--- src/design/tmr_int_pkg.sv ---
// Purpose: constants and carriers for the timer and priority interrupt unit
// Assumes: big-endian bit numbers in the register view (bit 0 is the msb)
// Notes:   all offsets are system control register numbers, not byte addresses
// What this block does
// 32-bit countdown decrements once per tick pulse
// stall instructions while the countdown updates
// at 1 to 0, reload and start alarm
// enabled alarm sets request buffer bit at priority
// alarm updates status, reload register untouched
// pending flag set only by enabled alarm
// enable gates alarm flags and requests, not the count, resets to zero
// clear-bit instruction clears the pending flag
// second alarm before clear sets overflow flag
// timer priority seven sets no request bit
// software programs timer priority zero to six
// reload write never changes running countdown
// take only above processor priority and unmasked
// take only at interruptible instruction boundaries
// external lines and buffer bits treated alike
// taking saves status, loads new pointer, control
// service routine saves its own general registers
// restore instruction reloads pointer, flags, control
// processor priority three bits, zero highest
// requests exist only on levels zero to six
// faults and trap pin raise machine check
// request level fixed by wired input line
// countdown steps on tick falling edge
// buffer bits 16-22 request levels 0-6, sticky
// priority in control bits 29-31, ignore lower-or-equal
// control bit 23 masks interrupts, leaving pending
// synchronise tick, count each edge once
package tmr_int_pkg;

    // ----------------------------------------------------------------
    // register numbers
    // ----------------------------------------------------------------
    localparam logic [3:0] SREG_RELOAD    = 4'h6;
    localparam logic [3:0] SREG_COUNTDOWN = 4'h7;
    localparam logic [3:0] SREG_TSTATUS   = 4'h8;
    localparam logic [3:0] SREG_REQ_BUF   = 4'hc;
    localparam logic [3:0] SREG_CTRL_WORD = 4'he;

    // ----------------------------------------------------------------
    // field positions as lsb-first indices
    // ----------------------------------------------------------------
    localparam int TSTAT_ENABLE_IDX = 6; // bit 25
    localparam int TSTAT_PEND_IDX   = 5; // bit 26
    localparam int TSTAT_OVF_IDX    = 4; // bit 27
    localparam int TSTAT_PRIO_LSB   = 0; // bits 29-31
    localparam int REQ_LVL0_IDX   = 15;  // bit 16, level n at 15-n
    localparam int CW_MASK_IDX    = 8;   // bit 23
    localparam int CW_PRIO_LSB    = 0;   // bits 29-31

    // ----------------------------------------------------------------
    // reset values and sizes
    // ----------------------------------------------------------------
    localparam logic [31:0] RELOAD_RST    = 32'h0000_0000;
    localparam logic [31:0] COUNTDOWN_RST = 32'h0000_0000;
    localparam logic [7:0]  TSTATUS_RST   = 8'h00;
    localparam logic [15:0] REQ_BUF_RST   = 16'h0000;
    localparam logic [15:0] CTRL_WORD_RST = 16'h0000;
    localparam logic [2:0]  PRIO_NONE     = 3'h7;
    localparam int          NUM_LEVELS    = 7;
    localparam int          SYNC_STAGES   = 3;

    // ----------------------------------------------------------------
    // program status carrier
    // ----------------------------------------------------------------
    typedef struct packed {
        logic [31:0] instr_ptr;
        logic [15:0] cs;
        logic [15:0] ctrl_word;
    } prog_status_s;

    typedef enum logic [1:0] {
        T_IDLE = 2'b00,
        T_HOLD = 2'b01,
        T_STEP = 2'b11
    } tmr_state_e;

endpackage : tmr_int_pkg

--- src/design/tmr_int_unit.sv ---
// Purpose: system timer and priority interrupt logic of the processor
// Assumes: pins are asynchronous to i_clk; the core presents instruction
//          boundaries, system control register moves and clear-bit requests
// Notes:   general registers are never saved here; the handler does that
`timescale 1ns/1ps
module tmr_int_unit
    import tmr_int_pkg::*;
(
    // clock and reset
    input  wire  logic                 i_clk,
    input  wire  logic                 i_nrst,
    // pins
    input  wire  logic                 i_tick_n,
    input  wire  logic [NUM_LEVELS-1:0] i_req_n,
    input  wire  logic                 i_trap_n,
    // fault reports from the channel
    input  wire  logic                 i_chan_parity_err,
    input  wire  logic                 i_chan_timeout,
    // system control register moves
    input  wire  logic                 i_sreg_wr,
    input  wire  logic                 i_sreg_rd,
    input  wire  logic [3:0]           i_sreg_num,
    input  wire  logic [31:0]          i_sreg_wdata,
    input  wire  logic                 i_clr_bit,
    input  wire  logic [4:0]           i_clr_pos,
    output logic       [31:0]          o_sreg_rdata,
    // instruction sequencing
    input  wire  logic                 i_boundary,
    input  wire  logic                 i_no_intr,
    input  wire  logic                 i_in_check,
    input  prog_status_s               i_cur_ps,
    input  prog_status_s               i_new_ps,
    input  wire  logic                 i_restore,
    input  prog_status_s               i_restore_ps,
    // results to the core
    output logic                       o_stall,
    output logic                       o_take,
    output logic       [2:0]           o_take_level,
    output prog_status_s               o_old_ps,
    output logic                       o_load_ps,
    output prog_status_s               o_load_ps_val,
    output logic                       o_mcheck,
    output logic       [15:0]          o_ctrl_word
);

    // ----------------------------------------------------------------
    // pin synchronisers
    // ----------------------------------------------------------------
    localparam int NPINS = NUM_LEVELS + 2;

    logic [NPINS-1:0] pin_raw;
    logic [NPINS-1:0] pin_lvl_r;
    logic [NPINS-1:0] pin_prev_r;

    assign pin_raw = {i_trap_n, i_tick_n, i_req_n};

    genvar g;
    generate
        for (g = 0; g < NPINS; g++) begin : g_sync
            logic [SYNC_STAGES-1:0] sh_r;
            always_ff @(posedge i_clk) begin
                if (!i_nrst) begin
                    sh_r          <= '1;
                    pin_lvl_r[g]  <= 1'b1;
                    pin_prev_r[g] <= 1'b1;
                end else begin
                    sh_r <= {sh_r[SYNC_STAGES-2:0], pin_raw[g]};
                    // a change counts only when the last two stages agree
                    if (sh_r[1] == sh_r[2])
                        pin_lvl_r[g] <= sh_r[2];
                    pin_prev_r[g] <= pin_lvl_r[g];
                end
            end
        end
    endgenerate

    wire [NUM_LEVELS-1:0] ext_req   = ~pin_lvl_r[NUM_LEVELS-1:0];
    wire                  tick_fall = pin_prev_r[NUM_LEVELS]
                                      & ~pin_lvl_r[NUM_LEVELS];
    wire                  trap_fall = pin_prev_r[NUM_LEVELS+1]
                                      & ~pin_lvl_r[NUM_LEVELS+1];

    // ----------------------------------------------------------------
    // registers
    // ----------------------------------------------------------------
    logic [31:0]  reload_r;
    logic [31:0]  count_r;
    logic [7:0]   tstat_r;
    logic [15:0]  reqbuf_r;
    logic [15:0]  cword_r;
    tmr_state_e   tstate_r;
    tmr_state_e   tstate_nxt;

    // ----------------------------------------------------------------
    // countdown sequencer
    // ----------------------------------------------------------------
    // the tick edge first raises the stall, the count moves one cycle
    // later so no instruction can see a half-updated countdown
    always_comb begin
        case (tstate_r)
            T_IDLE:  tstate_nxt = tick_fall ? T_HOLD : T_IDLE;
            T_HOLD:  tstate_nxt = T_STEP;
            T_STEP:  tstate_nxt = T_IDLE;
            default: tstate_nxt = T_IDLE;
        endcase
    end

    wire step    = (tstate_r == T_HOLD);
    wire expire  = step & (count_r == 32'h0000_0001);
    wire enabled = tstat_r[TSTAT_ENABLE_IDX];
    wire alarm_en = expire & enabled;
    wire [2:0] tprio = tstat_r[TSTAT_PRIO_LSB +: 3];

    wire [31:0] count_step = expire ? reload_r : count_r - 32'h0000_0001;

    // ----------------------------------------------------------------
    // register write decode
    // ----------------------------------------------------------------
    wire wr_reload = i_sreg_wr & (i_sreg_num == SREG_RELOAD);
    wire wr_count  = i_sreg_wr & (i_sreg_num == SREG_COUNTDOWN);
    wire wr_tstat  = i_sreg_wr & (i_sreg_num == SREG_TSTATUS);
    wire wr_reqbuf = i_sreg_wr & (i_sreg_num == SREG_REQ_BUF);
    wire wr_cword  = i_sreg_wr & (i_sreg_num == SREG_CTRL_WORD);

    // clear-bit position uses msb-first numbering
    wire [4:0]  clr_idx  = 5'd31 - i_clr_pos;
    wire [31:0] clr_mask = i_clr_bit ? ~(32'h0000_0001 << clr_idx) : 32'hffff_ffff;
    wire clr_tstat  = i_clr_bit & (i_sreg_num == SREG_TSTATUS);
    wire clr_reqbuf = i_clr_bit & (i_sreg_num == SREG_REQ_BUF);
    wire clr_cword  = i_clr_bit & (i_sreg_num == SREG_CTRL_WORD);

    // ----------------------------------------------------------------
    // timer status
    // ----------------------------------------------------------------
    wire [7:0] tstat_base = wr_tstat  ? i_sreg_wdata[7:0] :
                            clr_tstat ? (tstat_r & clr_mask[7:0]) : tstat_r;

    // a pending flag still set when the next enabled alarm lands
    // means one alarm went unserviced
    wire ovf_set = alarm_en & tstat_r[TSTAT_PEND_IDX];

    logic [7:0] tstat_nxt;
    always_comb begin
        tstat_nxt = tstat_base;
        // hardware sets win over a clear in the same cycle
        if (alarm_en)
            tstat_nxt[TSTAT_PEND_IDX] = 1'b1;
        if (ovf_set)
            tstat_nxt[TSTAT_OVF_IDX] = 1'b1;
        tstat_nxt[7] = 1'b0;                // reserved bit 24
        tstat_nxt[3] = 1'b0;                // reserved bit 28
    end

    // ----------------------------------------------------------------
    // software request buffer
    // ----------------------------------------------------------------
    wire [15:0] reqbuf_base = wr_reqbuf ? i_sreg_wdata[15:0] :
                              clr_reqbuf ? (reqbuf_r & clr_mask[15:0]) : reqbuf_r;

    logic [15:0] reqbuf_nxt;
    always_comb begin
        reqbuf_nxt = reqbuf_base;
        if (alarm_en && tprio != PRIO_NONE)
            reqbuf_nxt[REQ_LVL0_IDX - int'(tprio)] = 1'b1;
        reqbuf_nxt[8:0] = 9'h000;            // only levels 0-6 exist  R20
    end

    // ----------------------------------------------------------------
    // priority arbitration
    // ----------------------------------------------------------------
    logic [NUM_LEVELS-1:0] req_lvl;
    logic [2:0]            best_lvl;
    logic                  any_req;

    always_comb begin
        best_lvl = PRIO_NONE;
        any_req  = 1'b0;
        for (int i = 0; i < NUM_LEVELS; i++)
            req_lvl[i] = ext_req[i] | reqbuf_r[REQ_LVL0_IDX - i];
        for (int i = NUM_LEVELS - 1; i >= 0; i--) begin
            if (req_lvl[i]) begin
                best_lvl = 3'(i);  // level 0 wins  R19
                any_req  = 1'b1;
            end
        end
    end

    wire [2:0] cur_prio = cword_r[CW_PRIO_LSB +: 3];
    wire       masked   = cword_r[CW_MASK_IDX];
    wire       above    = any_req & (best_lvl < cur_prio);
    // error handlers leave all requests pending
    wire       window   = i_boundary & ~i_no_intr & ~i_in_check;
    wire       take     = window & above & ~masked & ~i_restore;

    // ----------------------------------------------------------------
    // control word
    // ----------------------------------------------------------------
    wire [15:0] cword_nxt = take      ? i_new_ps.ctrl_word :
                            i_restore ? i_restore_ps.ctrl_word :
                            wr_cword  ? i_sreg_wdata[15:0] :
                            clr_cword ? (cword_r & clr_mask[15:0]) : cword_r;

    // ----------------------------------------------------------------
    // register read mux
    // ----------------------------------------------------------------
    wire [31:0] rd_val = (i_sreg_num == SREG_RELOAD)    ? reload_r :
                         (i_sreg_num == SREG_COUNTDOWN) ? count_r :
                         (i_sreg_num == SREG_TSTATUS)   ? {24'h000000, tstat_r} :
                         (i_sreg_num == SREG_REQ_BUF)   ? {16'h0000, reqbuf_r} :
                         (i_sreg_num == SREG_CTRL_WORD) ? {16'h0000, cword_r} :
                                                        32'h0000_0000;

    wire mcheck_ev = trap_fall | i_chan_parity_err | i_chan_timeout;

    // ----------------------------------------------------------------
    // state update
    // ----------------------------------------------------------------
    always_ff @(posedge i_clk) begin
        if (!i_nrst) begin
            tstate_r <= T_IDLE;
            reload_r <= RELOAD_RST;
            count_r  <= COUNTDOWN_RST;
            tstat_r  <= TSTATUS_RST;
            reqbuf_r <= REQ_BUF_RST;
            cword_r  <= CTRL_WORD_RST;
        end else begin
            tstate_r <= tstate_nxt;
            if (wr_reload)
                reload_r <= i_sreg_wdata;
            // tick step wins; no instruction runs while it is stalled
            if (step)
                count_r <= count_step;
            else if (wr_count)
                count_r <= i_sreg_wdata;
            tstat_r  <= tstat_nxt;
            reqbuf_r <= reqbuf_nxt;
            cword_r  <= cword_nxt;
        end
    end

    // ----------------------------------------------------------------
    // outputs
    // ----------------------------------------------------------------
    always_ff @(posedge i_clk) begin
        if (!i_nrst) begin
            o_stall       <= 1'b0;
            o_take        <= 1'b0;
            o_take_level  <= PRIO_NONE;
            o_old_ps      <= '0;
            o_load_ps     <= 1'b0;
            o_load_ps_val <= '0;
            o_mcheck      <= 1'b0;
            o_sreg_rdata  <= 32'h0000_0000;
            o_ctrl_word   <= CTRL_WORD_RST;
        end else begin
            o_stall  <= (tstate_nxt != T_IDLE);
            o_take   <= take;
            o_mcheck <= mcheck_ev;
            if (take) begin
                o_take_level <= best_lvl;
                // the control word lives here, so the core's copy is not trusted
                o_old_ps     <= '{instr_ptr: i_cur_ps.instr_ptr, cs: i_cur_ps.cs,
                                  ctrl_word: cword_r};
            end
            // new status keeps the current condition flags
            o_load_ps <= take | i_restore;
            if (take)
                o_load_ps_val <= '{instr_ptr: i_new_ps.instr_ptr, cs: i_cur_ps.cs,
                                   ctrl_word: i_new_ps.ctrl_word};
            else if (i_restore)
                o_load_ps_val <= i_restore_ps;
            if (i_sreg_rd)
                o_sreg_rdata <= rd_val;
            o_ctrl_word <= cword_nxt;
        end
    end

endmodule : tmr_int_unit

--- config.mk ---
export PLATFORM = sky130hd
export DESIGN_NAME = tmr_int_unit
export DESIGN_NICKNAME = d
export VERILOG_FILES = /design/src/design/tmr_int_pkg.sv /design/src/design/tmr_int_unit.sv
export SDC_FILE = /design/constraint.sdc
export NUM_CORES = 1
export LEC_CHECK = 0
export BUFFER_PORTS_ARGS = -buffer_cell sky130_fd_sc_hd__buf_4
export CORE_MARGIN = 1
export CORE_UTILIZATION = 46
export DETAILED_ROUTE_END_ITERATION = 6
export PLACE_DENSITY = 0.76
export SETUP_SLACK_MARGIN = 0.15
export SLEW_MARGIN = 0
export SYNTH_ARGS = -nofsm -noshare
export SYNTH_HDL_FRONTEND = slang
export SYNTH_SLANG_ARGS = --single-unit
export TNS_END_PERCENT = 20
--- constraint.sdc ---
create_clock -name i_clk -period 2.55 [get_ports i_clk]
set_clock_uncertainty 0.15 [all_clocks]
set_input_delay 0.255 -clock i_clk [delete_from_list [all_inputs] [get_ports i_clk]]
set_output_delay 0.255 -clock i_clk [all_outputs]
set_load 0.03 [all_outputs]
Word level (Yosys, flattened, before mapping)
Cells that the tools add are included.
{"block": "op_classes", "n_reduce_logical": 10, "muxes": 40, "magnitude_cmp": 3, "bitwise_logic": 41, "eq_ne": 17, "addsub": 3, "shift": 1}
{"operator": "$mux W16", "n": 11}
{"operator": "$mux W32", "n": 5}
{"operator": "$mux W64", "n": 2}
{"operator": "$and A16 B16 Y16", "n": 2}
{"operator": "$eq A32 B1 Y1 const B", "n": 1}
{"operator": "$sub A32 B1 Y32 const B", "n": 1}
{"operator": "$and A1 B1 Y1", "n": 19}
{"operator": "$mux W3", "n": 6}
{"operator": "$not A16 Y16", "n": 1}
{"operator": "$or A16 B16 Y16", "n": 1}
{"operator": "$shl A1 B5 Y16 const A", "n": 1}
{"operator": "$mux W7", "n": 2}
{"operator": "$eq A4 B4 Y1 const B", "n": 3}
{"operator": "$mux W1", "n": 12}
{"operator": "$or A1 B1 Y1", "n": 10}
{"operator": "$eq A1 B1 Y1", "n": 9}
{"operator": "$eq A4 B3 Y1 const B", "n": 2}
{"operator": "$reduce_bool A2 Y1", "n": 4}
{"operator": "$and A7 B7 Y7", "n": 1}
{"operator": "$not A7 Y7", "n": 1}
{"operator": "$lt A5 B6 Y1 const B", "n": 1}
{"operator": "$not A1 Y1", "n": 6}
{"operator": "$reduce_bool A3 Y1", "n": 2}
{"operator": "$ge A5 B1 Y1 const B", "n": 1}
{"operator": "10 further kinds", "n": 11}
{"block": "word_totals", "in_bits": 253, "out_inout_bits": 183, "regBits": 309, "word_cells": 156}

Depth between registers and ports, before layout
{"block": "logic_depth", "depth_word": 15, "depth_mapped": 13}

Least setup slack after synthesis
OpenSTA, ideal clock, no wires.
{"block": "synth_path", "path_kind": "reg-to-reg", "startpoint": "register reqbuf_r[12]", "endpoint": "register o_old_ps[0] (netlist name)", "synth_period_minus_slack_ps": 2626, "path_buffers": 3, "arrival_time_ps": 2406, "path_slack_ps": -76, "path_stages_with_launch": 13, "path_cell_list": "dfxtp_1 -> and4bb_1 -> and3_1 -> ha_1 -> a211oi_1 -> nand3_1 -> a211oi_1 -> and2_1 -> buf_2 -> buf_4 -> buf_4 -> nand2_1 -> a21oi_1"}
{"block": "synth_between", "elab_chain_cells": 10, "word_cells_on_any_way": 14, "classes_between": "order compare (1); mux (8); bitwise (5)"}
{"element": "from (decl)", "line": "tmr_int_unit.sv:89", "source": "logic [15:0] reqbuf_r;"}
{"element": "from (signal assigned)", "line": "tmr_int_unit.sv:236", "source": "reqbuf_r <= reqbuf_nxt;"}
{"element": "$or A1 B1 Y1", "line": "tmr_int_unit.sv:179", "source": "req_lvl[i] = ext_req[i] | reqbuf_r[REQ_LVL0_IDX - i];"}
{"element": "$mux W3 (4 in a row)", "line": "tmr_int_unit.sv:181", "source": "if (req_lvl[i]) begin"}
{"element": "net best_lvl[2]", "line": "tmr_int_unit.sv:172", "source": "logic [2:0] best_lvl;"}
{"element": "$lt A3 B3 Y1", "line": "tmr_int_unit.sv:190", "source": "wire above = any_req & (best_lvl < cur_prio);"}
{"element": "$and A1 B1 Y1", "line": "tmr_int_unit.sv:190"}
{"element": "$and A1 B1 Y1 (3 in a row)", "line": "tmr_int_unit.sv:193", "source": "wire take = window & above & ~masked & ~i_restore;"}
{"element": "to (signal assigned)", "line": "tmr_int_unit.sv:262", "source": "o_old_ps <= '{instr_ptr: i_cur_ps.instr_ptr, cs: i_cur_ps.cs,"}
{"element": "to (decl)", "line": "tmr_int_unit.sv:39", "source": "output prog_status_s o_old_ps,"}
The timed path passes the listed nets, and every way through them passes these cells.
A chain may end at the register's enable or synchronous reset.

Worst setup path in the final report
{"block": "layout_path", "startpoint": "register reqbuf_r[12]", "endpoint": "register o_load_ps_val[63] (netlist name)"}
{"block": "layout_between", "elab_chain_cells": 11, "word_cells_on_any_way": 16, "classes_between": "order compare (1); mux (9); bitwise (5); reduce/logical (1)"}
{"element": "$or A1 B1 Y1 (*)", "line": "tmr_int_unit.sv:179"}
{"element": "$mux W3 (*) (4 in a row)", "line": "tmr_int_unit.sv:181"}
{"element": "net best_lvl[2]", "line": "tmr_int_unit.sv:172"}
{"element": "$lt A3 B3 Y1 (*)", "line": "tmr_int_unit.sv:190"}
{"element": "$and A1 B1 Y1 (*)", "line": "tmr_int_unit.sv:190"}
{"element": "$and A1 B1 Y1 (*) (3 in a row)", "line": "tmr_int_unit.sv:193"}
{"element": "$mux W64 / $reduce_bool A2 Y1 (equally long branches)"}
{"element": "to (signal assigned)", "line": "tmr_int_unit.sv:268", "source": "o_load_ps_val <= '{instr_ptr: i_new_ps.instr_ptr, cs: i_cur_ps.cs,"}
{"element": "to (signal assigned)", "line": "tmr_int_unit.sv:271", "source": "o_load_ps_val <= i_restore_ps;"}
{"element": "to (decl)", "line": "tmr_int_unit.sv:41", "source": "output prog_status_s o_load_ps_val,"}
Mark *: on every way through the listed nets, which the timed path passes. The rest lies on a longest branch.

==> results.sh <==
export IMPL_hp_class="primary input to flop"
export IMPL_violations="setup timing"
export IMPL_fin_area_sq_um=21100
export IMPL_synth_edf_count=0
export IMPL_grt_overflow=0
export IMPL_grt_pass1_vias=15800
export IMPL_relSlewSlack=0.568
export IMPL_finalSetupTns_ns=-2.72
export IMPL_die_x_um=174
export IMPL_routed_wl_mm=60.0
export IMPL_drive_gt1_frac=0.290
export IMPL_clkLatencyLatePin_ns=0.57
export IMPL_rsz0062_at_grt="true"
export IMPL_final_util=0.732
export IMPL_synth_mux_area_frac=0.0420
export IMPL_antenna_found_initial=0
export IMPL_syn_num_nets=1994
export IMPL_htree_num_levels=1
export IMPL_timing_fmax_mhz=365
export IMPL_gp_congestion=0.944
export IMPL_postLayoutSetupSlackWorst_ns=-0.188
export IMPL_rrSetupSlack_ns=-0.19
export IMPL_start_util=0.470
export IMPL_cp_startpoint="reqbuf_r[12]$_SDFF_PN0_"
export IMPL_cts_tree="built"
export IMPL_fp_dieH_um=174
export IMPL_seq_area_frac_synth=0.443
export IMPL_multiInputGateArea_sq_um=7260
export IMPL_fin_nets=2605
export IMPL_end_kind="flop"
export IMPL_portBuffers=403
export IMPL_die_area_sq_um=30200
export IMPL_reg2regPathDepth=11
export IMPL_synth_seq_cells=300
export IMPL_drtAntennaViolNets=0
export IMPL_synth_cell_types=70
export IMPL_drc=0
export IMPL_yosys_warnings=0
export IMPL_worstSetupPathType="flop to flop"
export IMPL_wl_per_cell_um=21.8
export IMPL_grt_max_degree=104
export IMPL_slew_viol_final=0
export IMPL_pwr_density_cell_nw_per_um2=545
export IMPL_synthAdderAreaFrac=0.00369
export IMPL_synthXorXnorAreaFrac=0.0110
export IMPL_required_ns=2.87
export IMPL_fin_crit_sh=1.07
export IMPL_r2r_end="o_load_ps_val[63]$_SDFFE_PN0P_"
export IMPL_clk_path_buf_depth=3
export IMPL_grt_pass1_wl_mm=86.8
export IMPL_ioPinCount=436
export IMPL_vias=16400
export IMPL_via_per_inst=5.95
export IMPL_nFillCells=2011
export IMPL_synth_top_family_by_area="simple AND/OR/NAND/NOR gates"
export IMPL_core_area_sq_um=28900
export IMPL_cts_made_buffers=31
export IMPL_row_count=62
export IMPL_dpl_cell_area_sq_um=17400
export IMPL_status="finished with violations"
export IMPL_root_buffer="clkbuf_16"
export IMPL_synth_ff_type="dfxtp_1"
export IMPL_leakage_nw=8.76
export IMPL_setup_viol=73
export IMPL_drt_iter0_markers=1807
export IMPL_irDropWorstVdd_mv=0.443
export IMPL_synthesis_area_sq_um=13600
export IMPL_grt_use_total=0.361
export IMPL_crit_arrival_ns=3.06
export IMPL_syn_to_final_growth_pct=55.7
export IMPL_yosys_area_share_simple=0.237
export IMPL_cp_start_kind="flop"
export IMPL_syn_area_per_cell_sq_um=7.81
export IMPL_clk_pin_slew_worst_paths_ns=0.07
export IMPL_worstMarginPinSlew_ns=0.638
export IMPL_dp_hpwl_mm=36.0
export IMPL_ys_async_sr_fraction=0
export IMPL_crit_fanout=12
export IMPL_endpoint="o_load_ps_val[63]$_SDFFE_PN0P_"
export IMPL_layout_min_cycle_time_ns=2.74
export IMPL_synth_compound_area_frac=0.215
export IMPL_rr_startpoint="reqbuf_r[12]$_SDFF_PN0_"
export IMPL_seq_area_sq_um=6010
export IMPL_syn_inst=1737
export IMPL_hold_ws_ns=0.0212
export IMPL_hold_viol=0
export IMPL_dr_pass1_iters=7
export IMPL_power_mw=11.5
export IMPL_max_cap_viol_count=0
export IMPL_clock_sinks=300
==> metrics by stage <==
| step | cells | worst slack [ns] |
|---|---|---|
| CTS | 2745 | -0.0380 |
| floorplan | 1737 | 0.148 |
| finish | 2757 | -0.188 |
| detailed placement | 2479 | -0.242 |
| global route | 2756 | -0.195 |
| global placement | 2479 | -0.0202 |
==> how the worst min path moves through the flow <==
stage,start,end,depth (start not counted)
floorplan,i_req_n[0],g_sync[0].sh_r[0]$_SDFF_PN1_,1
global placement,g_sync[3].sh_r[0]$_SDFF_PN1_,g_sync[3].sh_r[1]$_SDFF_PN1_,1
detailed placement,g_sync[5].sh_r[0]$_SDFF_PN1_,g_sync[5].sh_r[1]$_SDFF_PN1_,1
CTS,i_nrst,reload_r[22]$_SDFFE_PN0P_,3
global route,i_nrst,reload_r[9]$_SDFFE_PN0P_,3
finish,i_nrst,reload_r[22]$_SDFFE_PN0P_,3
==> metal layers <==
layer / track usage / part of all wire / wire length (um) / vias to the layer above
met5: 0 / 0 / 0 / -
met4: 0.212 / 0.074 / 4460 / 0
met3: 0.0789 / 0.10 / 5990 / 339
met2: 0.589 / 0.45 / 27200 / 1160
met1: 0.437 / 0.37 / 22400 / 7613
li1: - / - / - / 7282
==> cells by family after synthesis <==
group	count (synthesis)
buffers and inverters	160
AOI/OAI and AO/OA	511
DFF	300
and+or+nand+nor	692
muxes	53
adders and majority gates	4
xor gates and xnor gates	17
==> flip-flops by register name, summed over array words and instances (netlist names) <==
register,cells
o_old_ps,64
reload_r,32
o_mcheck,1
tstat_r,6
tstate_r,2
reqbuf_r,7
o_take_level,3
pin_lvl_r,9
o_load_ps_val,64
pin_prev_r,2
o_stall,1
o_load_ps,1
o_ctrl_word,16
g_sync.sh_r,27
o_take,1
o_sreg_rdata,32
count_r,32
==> critical path, cell delays in order, from the launching register on <==
cell and delay [ns]:
dfxtp_2 0.33, and4bb_1 0.28, and3_4 0.21, ha_4 0.20, a211oi_2 0.19, nand3_2 0.17, a21oi_4 0.18, and2_4 0.21
buf_12 0.17, clkbuf_16 0.19, nand2_1 0.10, a31oi_1 0.26
==> report_power, final <==
part,leakage [nW],internal (mW),switching [mW]
clock,0.491,2.53,1.98
sequential,2.45,4.83,0.135
combinational,5.82,0.941,1.09
total,8.76,8.30,3.20
==> cell type report <==
class | instances | share of cell area
tap | 384 | 0.0227
multi-input combinational | 1277 | 0.344
inverter | 24 | 0.00438
antenna | 1 | 0.000118
timing repair buffer | 714 | 0.297
clock inverter | 15 | 0.00557
clock buffer | 42 | 0.0420
sequential | 300 | 0.285
==> Yosys cell counts (3+ instances only) <==
cell	n	area, sq um
a211oi_1	5	37.5
or4_1	5	37.5
clkbuf_1	96	360
mux2i_1	22	220
nand4_1	8	50.1
a221o_1	11	110
a21oi_1	209	1050
or3_1	8	50.1
nor2_1	77	289
o21ai_0	126	631
nor4_1	6	37.5
a2111oi_0	3	26.3
a31oi_1	73	457
o2bb2ai_1	3	26.3
and3_1	5	31.3
nor4_2	4	50.1
buf_1	8	30.0
o21ai_1	24	120
and4b_1	3	30.0
nor2b_1	15	93.8
a2bb2oi_1	6	52.6
buf_2	25	125
a31o_2	3	26.3
o211ai_1	14	105
mux2_2	31	349
nand2b_1	75	469
inv_1	23	86.3
a22oi_1	6	45.0
dfxtp_1	300	6010
o22ai_1	10	62.6
ha_1	4	50.1
and2_1	7	43.8
o21a_1	3	22.5
xnor2_1	13	114
buf_4	6	45.0
xor2_1	4	35.0
nor3_1	36	180
nand3_1	50	250
nand2_1	374	1400
==> cell usage in the layout (no fill, tap or decap), drive strengths merged, types with 3 or more instances in the layout <==
cell type	n
a2111oi	3
a211oi	5
a21oi	209
a221o	11
a22oi	6
a2bb2oi	6
a31o	3
a31oi	73
and2	8
and3	5
and4b	3
buf	503
clkbuf	49
clkinv	10
clkinvlp	4
dfxtp	300
dlygate4sd3	203
ha	4
inv	24
mux2	31
mux2i	22
nand2	374
nand2b	75
nand3	51
nand4	8
nor2	77
nor2b	15
nor3	38
nor4	11
o211ai	14
o21a	3
o21ai	150
o22ai	11
o2bb2ai	3
or3	8
or4	6
xnor2	13
xor2	4
==> repair_timing <==
action                                  4_1_cts  5_1_grt
gates resized for setup                      27       90
endpoints found under the setup margin      152      166
cloned                                        2        7
hold buffers                                203        0
pin swaps                                    11       38
buffers inserted                              4        4
hold endpoints to repair                    209        0
Power figures use the tool's default switching activity.
